[src/rtl/lail_pkg.sv]
package lail_pkg;
    // ************************************************************
    // register map, per channel
    // ************************************************************
    localparam logic [7:0] CHAN_STRIDE      = 8'h40;
    localparam logic [5:0] OFS_MASK_A       = 6'h11;
    localparam logic [5:0] OFS_MASK_B       = 6'h12;  // event_mask_group_b
    localparam logic [5:0] OFS_EDGE_SEL     = 6'h13;  // event_edge_select
    localparam logic [5:0] OFS_STATUS       = 6'h14;  // line_realtime_status
    localparam logic [5:0] OFS_PEND_A       = 6'h16;
    localparam logic [5:0] OFS_PEND_B       = 6'h17;
    localparam int         NUM_CHAN         = 4;

    // ************************************************************
    // reset values
    // ************************************************************
    localparam logic [7:0] MASK_A_RESET     = 8'h7f;
    localparam logic [7:0] MASK_B_RESET     = 8'hff;
    localparam logic [7:0] EDGE_SEL_RESET   = 8'h00;

    // ************************************************************
    // field positions of status, edge select and group a
    // ************************************************************
    localparam int BIT_LB_ACTIVATE          = 6;
    localparam int BIT_LB_DEACTIVATE        = 5;
    localparam int BIT_PATTERN_SYNC         = 4;
    localparam int BIT_TX_CLOCK_LOSS        = 3;
    localparam int BIT_DRIVER_FAULT         = 2;
    localparam int BIT_ALARM_INDICATION     = 1;
    localparam int BIT_SIGNAL_LOSS          = 0;

    // ************************************************************
    // group b mask positions
    // ************************************************************
    localparam int BIT_DAC_OVERFLOW         = 7;
    localparam int BIT_JITTER_OVER          = 6;
    localparam int BIT_JITTER_UNDER         = 5;
    localparam int BIT_PATTERN_ERROR        = 4;
    localparam int BIT_EXCESS_ZERO          = 3;
    localparam int BIT_CODE_VIOLATION       = 2;
    localparam int BIT_SECOND_TIMER         = 1;
    localparam int BIT_COUNTER_OVERFLOW     = 0;

    // ************************************************************
    // timing
    // ************************************************************
    localparam int CLOCK_MHZ                = 100;
    localparam int LB_SHORT_TIME_US         = 40000;    // 40 ms
    localparam int LB_LONG_TIME_US          = 5100000;  // 5.1 s
    localparam int LB_SHORT_CYCLES          = LB_SHORT_TIME_US * CLOCK_MHZ;
    localparam int LB_LONG_CYCLES           = LB_LONG_TIME_US * CLOCK_MHZ;
    localparam int TX_CLOCK_LOSS_CYCLES     = 70;
    localparam int BER_WINDOW_BITS          = 1000;
    localparam int BER_ERROR_LIMIT          = 10;       // errors per window that drop detection
endpackage : lail_pkg

[src/rtl/lail_top.sv]
`timescale 1ns/10ps
// Operation
// - each of four channels has own mask, edge-select, status registers, 0x40 apart
// - group b mask bit zero enables, one suppresses; all bits reset to one
// - group b bits 7..4: dac overflow, jitter over, jitter under, pattern error
// - group b bits 3..0: excess zeros, code violation, second timer, counter overflow
// - edge-select bits 6..0 per status source; bit 7 reserved; reset zero
// - edge-select zero: only a rising status bit raises an event
// - edge-select one: rising or falling status bit raises an event
// - a status source interrupts only while its mask bit is zero
// - status register is real time and read only; bit 7 reserved
// - activate status sets after code held 40 ms, or 5.1 s with auto loop
// - set loopback status holds while bit error rate stays below one percent
// - rising activate status closes the remote loopback
// - deactivate status qualifies the same way; its rise releases the loopback unless activate rises in the same cycle
// - pattern sync status is one while the pattern receiver is locked
// - transmit clock loss sets after more than 70 cycles without toggle
// - driver fault status is one while a driver short is detected
// - status bit 1 shows alarm indication, bit 0 shows signal loss
// - qualified events latch as pending flags, cleared by reading them
module lail_top #(
    parameter int LB_SHORT_CYCLES = lail_pkg::LB_SHORT_CYCLES,
    parameter int LB_LONG_CYCLES  = lail_pkg::LB_LONG_CYCLES
) (
    // clock and reset
    input  wire logic        clock,
    input  wire logic        resetn,
    // host control port
    input  wire logic [7:0]  host_addr,
    input  wire logic [7:0]  host_wdata,
    input  wire logic        host_write,
    input  wire logic        host_read,
    output logic      [7:0]  host_rdata,
    // per channel detector conditions
    input  wire logic [3:0]  channel_tx_clock,
    input  wire logic [3:0]  auto_remote_loop_enable,
    input  wire logic [3:0]  rx_bit_valid,
    input  wire logic [3:0]  lb_activate_match,
    input  wire logic [3:0]  lb_deactivate_match,
    input  wire logic [3:0]  pattern_sync_lock,
    input  wire logic [3:0]  driver_short,
    input  wire logic [3:0]  alarm_indication,
    input  wire logic [3:0]  signal_loss,
    // per channel group b event pulses
    input  wire logic [31:0] group_b_event,
    // loopback control and interrupt request
    output logic      [3:0]  remote_loop_closed,
    output logic             irq
);
    localparam int NC = lail_pkg::NUM_CHAN;

    typedef struct packed {
        logic [NC-1:0][7:0] mask_a;
        logic [NC-1:0][7:0] mask_b;
        logic [NC-1:0][7:0] edge_sel;
        logic [NC-1:0][7:0] pend_a;
        logic [NC-1:0][7:0] pend_b;
        logic [NC-1:0][6:0] prev_status;
        logic [NC-1:0]      loop_closed;
        logic [7:0]         rdata;
        logic               irq;
    } lail_top_state_type;

    lail_top_state_type state;
    lail_top_state_type next_state;

    logic [NC-1:0]      lb_activate_status;
    logic [NC-1:0]      lb_deactivate_status;
    logic [NC-1:0]      tx_clock_loss_status;
    logic [NC-1:0][6:0] status_now;
    logic [NC-1:0][6:0] rise;
    logic [NC-1:0][6:0] fall;
    logic [NC-1:0][6:0] event_a;
    logic [NC-1:0][7:0] event_b;

    // ************************************************************
    // per channel detectors
    // ************************************************************
    for (genvar ch = 0; ch < NC; ch++) begin : g_chan
        // activate code qualification
        lail_loop_code_qualifier #(
            .SHORT_CYCLES (LB_SHORT_CYCLES),
            .LONG_CYCLES  (LB_LONG_CYCLES),
            .WINDOW_BITS  (lail_pkg::BER_WINDOW_BITS),
            .ERROR_LIMIT  (lail_pkg::BER_ERROR_LIMIT)
        ) u_activate (
            .clock                   (clock),
            .resetn                  (resetn),
            .auto_remote_loop_enable (auto_remote_loop_enable[ch]),
            .bit_valid               (rx_bit_valid[ch]),
            .code_match              (lb_activate_match[ch]),
            .detected                (lb_activate_status[ch])
        );

        // deactivate code qualification
        lail_loop_code_qualifier #(
            .SHORT_CYCLES (LB_SHORT_CYCLES),
            .LONG_CYCLES  (LB_LONG_CYCLES),
            .WINDOW_BITS  (lail_pkg::BER_WINDOW_BITS),
            .ERROR_LIMIT  (lail_pkg::BER_ERROR_LIMIT)
        ) u_deactivate (
            .clock                   (clock),
            .resetn                  (resetn),
            .auto_remote_loop_enable (auto_remote_loop_enable[ch]),
            .bit_valid               (rx_bit_valid[ch]),
            .code_match              (lb_deactivate_match[ch]),
            .detected                (lb_deactivate_status[ch])
        );

        // transmit clock watchdog
        lail_tx_clock_monitor #(
            .LIMIT (lail_pkg::TX_CLOCK_LOSS_CYCLES)
        ) u_tx_clock (
            .clock                (clock),
            .resetn               (resetn),
            .channel_tx_clock     (channel_tx_clock[ch]),
            .tx_clock_loss_status (tx_clock_loss_status[ch])
        );

        // real-time status vector
        assign status_now[ch][lail_pkg::BIT_LB_ACTIVATE]      = lb_activate_status[ch];
        assign status_now[ch][lail_pkg::BIT_LB_DEACTIVATE]    = lb_deactivate_status[ch];
        assign status_now[ch][lail_pkg::BIT_PATTERN_SYNC]     = pattern_sync_lock[ch];
        assign status_now[ch][lail_pkg::BIT_TX_CLOCK_LOSS]    = tx_clock_loss_status[ch];
        assign status_now[ch][lail_pkg::BIT_DRIVER_FAULT]     = driver_short[ch];
        assign status_now[ch][lail_pkg::BIT_ALARM_INDICATION] = alarm_indication[ch];
        assign status_now[ch][lail_pkg::BIT_SIGNAL_LOSS]      = signal_loss[ch];

        // transition detection against last sampled status
        assign rise[ch] = status_now[ch] & ~state.prev_status[ch];
        assign fall[ch] = ~status_now[ch] & state.prev_status[ch];

        // edge selection and masking of status sources
        assign event_a[ch] = ~state.mask_a[ch][6:0]
                           & (rise[ch] | (state.edge_sel[ch][6:0] & fall[ch]));

        // group b sources pass only where the mask bit is zero
        assign event_b[ch] = ~state.mask_b[ch] & group_b_event[ch*8 +: 8];
    end

    // ************************************************************
    // registers, pending flags and loopback control
    // ************************************************************
    always_comb begin
        next_state = state;
        next_state.rdata = state.rdata;
        for (int ch = 0; ch < NC; ch++) begin
            // per channel decode by upper address bits
            next_state.prev_status[ch] = status_now[ch];
            if (host_write && host_addr[7:6] == 2'(ch)) begin
                unique case (host_addr[5:0])
                    lail_pkg::OFS_MASK_A:   next_state.mask_a[ch]   = {1'b0, host_wdata[6:0]};
                    lail_pkg::OFS_MASK_B:   next_state.mask_b[ch]   = host_wdata;
                    lail_pkg::OFS_EDGE_SEL: next_state.edge_sel[ch] = {1'b0, host_wdata[6:0]};
                    default:                next_state.mask_a[ch]   = state.mask_a[ch];
                endcase
            end
            if (host_read && host_addr[7:6] == 2'(ch)) begin
                unique case (host_addr[5:0])
                    lail_pkg::OFS_MASK_A:   next_state.rdata = state.mask_a[ch];
                    lail_pkg::OFS_MASK_B:   next_state.rdata = state.mask_b[ch];
                    lail_pkg::OFS_EDGE_SEL: next_state.rdata = state.edge_sel[ch];
                    lail_pkg::OFS_STATUS:   next_state.rdata = {1'b0, status_now[ch]};
                    lail_pkg::OFS_PEND_A: begin
                        next_state.rdata      = state.pend_a[ch];
                        next_state.pend_a[ch] = 8'h00;
                    end
                    lail_pkg::OFS_PEND_B: begin
                        next_state.rdata      = state.pend_b[ch];
                        next_state.pend_b[ch] = 8'h00;
                    end
                    default:                next_state.rdata = 8'h00;
                endcase
            end
            // new events win over a clearing read in the same cycle
            next_state.pend_a[ch] = next_state.pend_a[ch] | {1'b0, event_a[ch]};
            next_state.pend_b[ch] = next_state.pend_b[ch] | event_b[ch];
            // loopback switch on qualified code edges
            if (rise[ch][lail_pkg::BIT_LB_ACTIVATE]) begin
                next_state.loop_closed[ch] = 1'b1;
            end else if (rise[ch][lail_pkg::BIT_LB_DEACTIVATE]) begin
                next_state.loop_closed[ch] = 1'b0;
            end
        end
        // request follows the pending flags
        next_state.irq = (|next_state.pend_a) | (|next_state.pend_b);
    end

    // ************************************************************
    // state register
    // ************************************************************
    always_ff @(posedge clock) begin
        if (!resetn) begin
            state <= '0;
            for (int ch = 0; ch < NC; ch++) begin
                state.mask_a[ch]   <= lail_pkg::MASK_A_RESET;
                state.mask_b[ch]   <= lail_pkg::MASK_B_RESET;
                state.edge_sel[ch] <= lail_pkg::EDGE_SEL_RESET;
            end
        end else begin
            state <= next_state;
        end
    end

    // outputs straight from the state register
    assign host_rdata         = state.rdata;
    assign remote_loop_closed = state.loop_closed;
    assign irq                = state.irq;
endmodule : lail_top

[src/rtl/lail_tx_clock_monitor.sv]
`timescale 1ns/10ps
module lail_tx_clock_monitor #(
    parameter int LIMIT = lail_pkg::TX_CLOCK_LOSS_CYCLES
) (
    // clock and reset
    input  wire logic clock,
    input  wire logic resetn,
    // transmit clock pin, sampled
    input  wire logic channel_tx_clock,
    // loss indication
    output logic      tx_clock_loss_status
);
    typedef struct packed {
        logic       prev_clk;
        logic [7:0] idle;
        logic       lost;
    } lail_tcm_state_type;

    lail_tcm_state_type state;
    lail_tcm_state_type next_state;

    // ************************************************************
    // idle counter, cleared on every toggle
    // ************************************************************
    always_comb begin
        next_state          = state;
        next_state.prev_clk = channel_tx_clock;
        if (channel_tx_clock != state.prev_clk) begin
            next_state.idle = 8'h00;
            next_state.lost = 1'b0;
        end else if (state.idle != 8'(LIMIT)) begin
            next_state.idle = state.idle + 8'h01;
        end else begin
            next_state.lost = 1'b1;
        end
    end

    // state register
    always_ff @(posedge clock) begin
        if (!resetn) begin
            state <= '0;
        end else begin
            state <= next_state;
        end
    end

    assign tx_clock_loss_status = state.lost;
endmodule : lail_tx_clock_monitor

[src/rtl/lail_loop_code_qualifier.sv]
`timescale 1ns/10ps
module lail_loop_code_qualifier #(
    parameter int SHORT_CYCLES = lail_pkg::LB_SHORT_CYCLES,
    parameter int LONG_CYCLES  = lail_pkg::LB_LONG_CYCLES,
    parameter int WINDOW_BITS  = lail_pkg::BER_WINDOW_BITS,
    parameter int ERROR_LIMIT  = lail_pkg::BER_ERROR_LIMIT
) (
    // clock and reset
    input  wire logic clock,
    input  wire logic resetn,
    // long qualification time select
    input  wire logic auto_remote_loop_enable,
    // receive code comparator
    input  wire logic bit_valid,
    input  wire logic code_match,
    // detection status
    output logic      detected
);
    typedef struct packed {
        logic [31:0] qual;
        logic [15:0] win;
        logic [15:0] errs;
        logic        det;
    } lail_lcq_state_type;

    lail_lcq_state_type state;
    lail_lcq_state_type next_state;
    logic [31:0]        target;

    // qualification time follows the auto loop switch
    assign target = auto_remote_loop_enable ? 32'(LONG_CYCLES) : 32'(SHORT_CYCLES);

    // ************************************************************
    // qualify, then hold while error rate stays low
    // ************************************************************
    always_comb begin
        next_state = state;
        if (!state.det) begin
            if (bit_valid && !code_match) begin
                next_state.qual = 32'h0000_0000;               // not continuous, restart
            end else if (state.qual >= target) begin
                next_state.det  = 1'b1;
                next_state.win  = 16'h0000;
                next_state.errs = 16'h0000;
            end else begin
                next_state.qual = state.qual + 32'h0000_0001;
            end
        end else if (bit_valid) begin
            if (state.win == 16'(WINDOW_BITS - 1)) begin
                next_state.win  = 16'h0000;
                next_state.errs = 16'h0000;
                if (state.errs + 16'(!code_match) >= 16'(ERROR_LIMIT)) begin
                    next_state.det  = 1'b0;
                    next_state.qual = 32'h0000_0000;
                end
            end else begin
                next_state.win  = state.win + 16'h0001;
                next_state.errs = state.errs + 16'(!code_match);
            end
        end
    end

    // state register
    always_ff @(posedge clock) begin
        if (!resetn) begin
            state <= '0;
        end else begin
            state <= next_state;
        end
    end

    assign detected = state.det;
endmodule : lail_loop_code_qualifier

[config.mk]
export PLATFORM = sky130hd
export DESIGN_NAME = lail_top
export DESIGN_NICKNAME = d
export VERILOG_FILES = /design/src/rtl/lail_pkg.sv /design/src/rtl/lail_top.sv /design/src/rtl/lail_tx_clock_monitor.sv /design/src/rtl/lail_loop_code_qualifier.sv
export SDC_FILE = /design/constraint.sdc
export NUM_CORES = 2
export LEC_CHECK = 0
export BUFFER_PORTS_ARGS = -buffer_cell sky130_fd_sc_hd__buf_4
export CORE_ASPECT_RATIO = 1.75
export CORE_MARGIN = 2
export CORE_UTILIZATION = 46
export DETAILED_ROUTE_END_ITERATION = 7
export GPL_TIMING_DRIVEN = 0
export SKIP_LAST_GASP = 1
export SLEW_MARGIN = 20
export SYNTH_ARGS = -nofsm -noshare
export SYNTH_HDL_FRONTEND = slang
export SYNTH_SLANG_ARGS = --single-unit
[constraint.sdc]
create_clock -name clock -period 4.1 [get_ports clock]
set_input_delay 0.205 -clock clock [delete_from_list [all_inputs] [get_ports clock]]
set_output_delay 0.205 -clock clock [all_outputs]
set_load 0.005 [all_outputs]
==> out/qor.yml <==
top_layer_used: "met4"
wl_met2_um: 63880
drc: 0
timing.rr.start: "g_chan[3].u_activate.state[1]"
clockPowerShare_pct: 46.3
clk_path_buf_depth: 3
drt_iter0_drc: 2624
routed-wl-met3_um: 6534
p_comb_share_pct: 6.8
maxSlewViolCount: 0
tightest_slew_ns: 1.178
routedLengthMet1_um: 51030
drive_above_1_share_pct: 6.156
cts_inserted_buffers: 77
gr-total-overflow: 0
place_congestion: 0.9630
cts_tree: "yes"
start_util_pct: 46.27
synthCells: 5065
dp_cells: 6323
cp_max_fo: 10
whs_endpoint: "g_chan[3].u_deactivate.state[1]"
finalClockSkew_ns: 0.03263
first_pass_iters: 7
criticalPathCategory: "in -> reg"
synthFlopType: "dfxtp_1"
worstReg2RegEnd: "g_chan[3].u_activate.state[56]"
port_buffers: 96
final_cell_mix: "dfxtp_1, nand2_1, nor2_1"
post-route-util_pct: 52.51
ys_ff_latch: 753
finalNonFillerCells: 6523
fillers: 8430
hold_path.startpoint: "rx_bit_valid[3]"
p_leak_uw: 0.01692
grt_max_degree: 21
ys_async_sr_fraction_pct: 0
switchingPower_uw: 3995
io_pins: 101
rows: 143
reg2reg_depth: 14
rsz0062_at_grt: "no"
powerDensity_nw_per_um2: 350.8
htree_levels: 3
nets: 5552
status: "completed"
required_ns: 4.59
relSlewSlack_pct: 21.45
synth_edf_count: 0
setup-tns-final_ns: 0
fin_crit_sh_pct: 99.05
antenna_left: 0
synth_warnings: 0
sw_frac_of_total_pct: 25.10
yosysUniqueCellTypes: 87
seq_area_frac_synth_pct: 37.70
placeableCoreArea_um2: 86420
postCtsSetupBuffers: 0
syn_area_um2: 39990
grt_pass1_wl_um: 201000
clkTransAtPathRegs_ns: 0.06
cap_violations: 0
hold_depth: 4
grt_usage_pct: 28.31
finalWirelength_um: 128400
antenna_found_initial: 1
die-area_um2: 89400
rrSetupSlack_ns: 0.37
dp_hpwl_um: 93750
clock_latency_ns: 0.69
p_int_uw: 11920
cts_sinks: 753
drt-vias-per-instance: 5.910
area_growth_pct: 13.48
avgSynthCellArea_um2: 7.895
final_common_cell: "dfxtp_1"
dieHeight_um: 394.0
hold_violations: 0
power_frac_seq_pct: 46.9
grt_pass1_vias: 37160
die_x_um: 226.9
min_period_ns: 4.061
whs_ns: 0.03601
start_kind: "input pin"
clockRootBuffer: "clkbuf_16"
max_freq_ghz: 0.2462
ir_drop_mv: 0.2907
synthesis.nets: 5313
wire_per_inst_um: 19.69
num_vias: 38550
min_path_type: "in -> reg"
arrival_ns: 4.55
crit_path_end_kind: "register"
report.final.setup_viol: 0
## metal layers
layer  up-vias  global-route usage, %
met4         0                  15.39
met1     18420                  32.06
met2      1083                  50.55
met5         -                      0
li1      18720                      -
met3       329                  3.965
## cell families after synthesis
group / Yosys count / share of synthesized area, %
AOI/OAI and AO/OA: 1032 / 16.45
and+or+nand+nor: 2440 / 29.90
xor gates and xnor gates: 270 / 5.914
adders and majority gates: 160 / 5.006
DFF: 753 / 37.70
muxes: 59 / 1.543
buffers and inverters: 351 / 3.489
## power groups by stage
stage / clock, uW / combinational (uW) / sequential (uW)
2_1_floorplan: 0 / 565 / 7600
3_3_place_gp: 0 / 1010 / 7630
3_5_place_dp: 0 / 1020 / 7630
4_1_cts: 7520 / 1080 / 7460
5_1_grt: 7810 / 1170 / 7470
6_report: 7370 / 1080 / 7460
## through the flow
| step | setup slack, ns | total power, uW | instance area [um2] |
|---|---|---|---|
| floorplan | 1.172 | 8165 | 39990 |
| global placement | -0.3801 | 8641 | 42160 |
| detailed placement | -0.3949 | 8650 | 42200 |
| CTS | 0.1061 | 16050 | 45360 |
| global route | 0.02516 | 16450 | 45370 |
| finish | 0.03893 | 15920 | 45380 |
## Yosys cell counts, types with 20 or more instances
master    count  area share, %
o21ai_0     229            2.9
nand2b_1     65            1.0
nor2b_1      34           0.53
a211o_1      23           0.50
a22oi_1      63            1.2
and4_1       22           0.48
nor4_1       91            1.4
a22o_1       23           0.50
a211oi_1     24           0.45
nand2_1     602            5.7
mux2_2       21           0.59
dfxtp_1     753             38
or2_2        20           0.31
mux2i_1      38           0.95
nand3_1     335            4.2
or4_1        32           0.60
nand4_1     147            2.3
nor2_1      594            5.6
o31ai_1      34           0.64
ha_1        160            5.0
xor2_1      148            3.2
nor3_1      140            1.8
a21oi_1     281            3.5
buf_2        24           0.30
o21a_1       29           0.54
and2_1       88            1.4
xnor2_1     122            2.7
a21o_1       27           0.51
a31oi_1     127            2.0
or3_1        74            1.2
and3_1      114            1.8
inv_1       103           0.97
clkbuf_1    197            1.8
## critical path: stages
cell and delay, ns:
dlygate4sd3_1 0.54, buf_4 0.15, nor4bb_1 0.53, and2_1 0.20
clkbuf_1 0.52, clkbuf_1 0.62, nand3_2 0.45, a21oi_1 0.38
nand4_1 0.18, nor4_1 0.52, a31oi_1 0.24
## layout make-up
class	count	area (um2)	share of cell area, %
timing repair buffer	160	1354	2.983
buffer	245	1003	2.211
multi-input combinational	3961	23550	51.89
tap	1160	1451	3.198
clock buffer	105	2155	4.748
clock inverter	31	391.6	0.8630
sequential	753	15070	33.22
antenna	2	5.005	0.01103
inverter	106	397.9	0.8768
## timing repair
item,CTS,global route
resized for setup,0,2
hold buffers,62,0
endpoints found under the setup margin,0,3
endpoints found under the hold margin,98,0
## registers in the layout (all words and copies together), names as in the netlist
signal / count
g_chan.u_tx_clock.state: 36
g_chan.u_activate.state: 256
g_chan.u_activate.detected: 4
irq: 1
g_chan.u_deactivate.state: 256
g_chan.u_tx_clock.tx_clock_loss_status: 4
g_chan.u_deactivate.detected: 4
remote_loop_closed: 4
host_rdata: 8
state: 180
## worst max-delay path by stage
stage | to | slack, ns | start
3_3_place_gp | g_chan[1].u_activate.state[18] | -0.38 | auto_remote_loop_enable[1]
6_report | irq | 0.04 | host_addr[3]
5_1_grt | irq | 0.03 | host_addr[3]
4_1_cts | irq | 0.11 | host_addr[3]
3_5_place_dp | g_chan[1].u_activate.state[2] | -0.39 | auto_remote_loop_enable[1]
2_1_floorplan | g_chan[1].u_activate.state[18] | 1.17 | auto_remote_loop_enable[1]
Power figures use the tool's default switching activity.
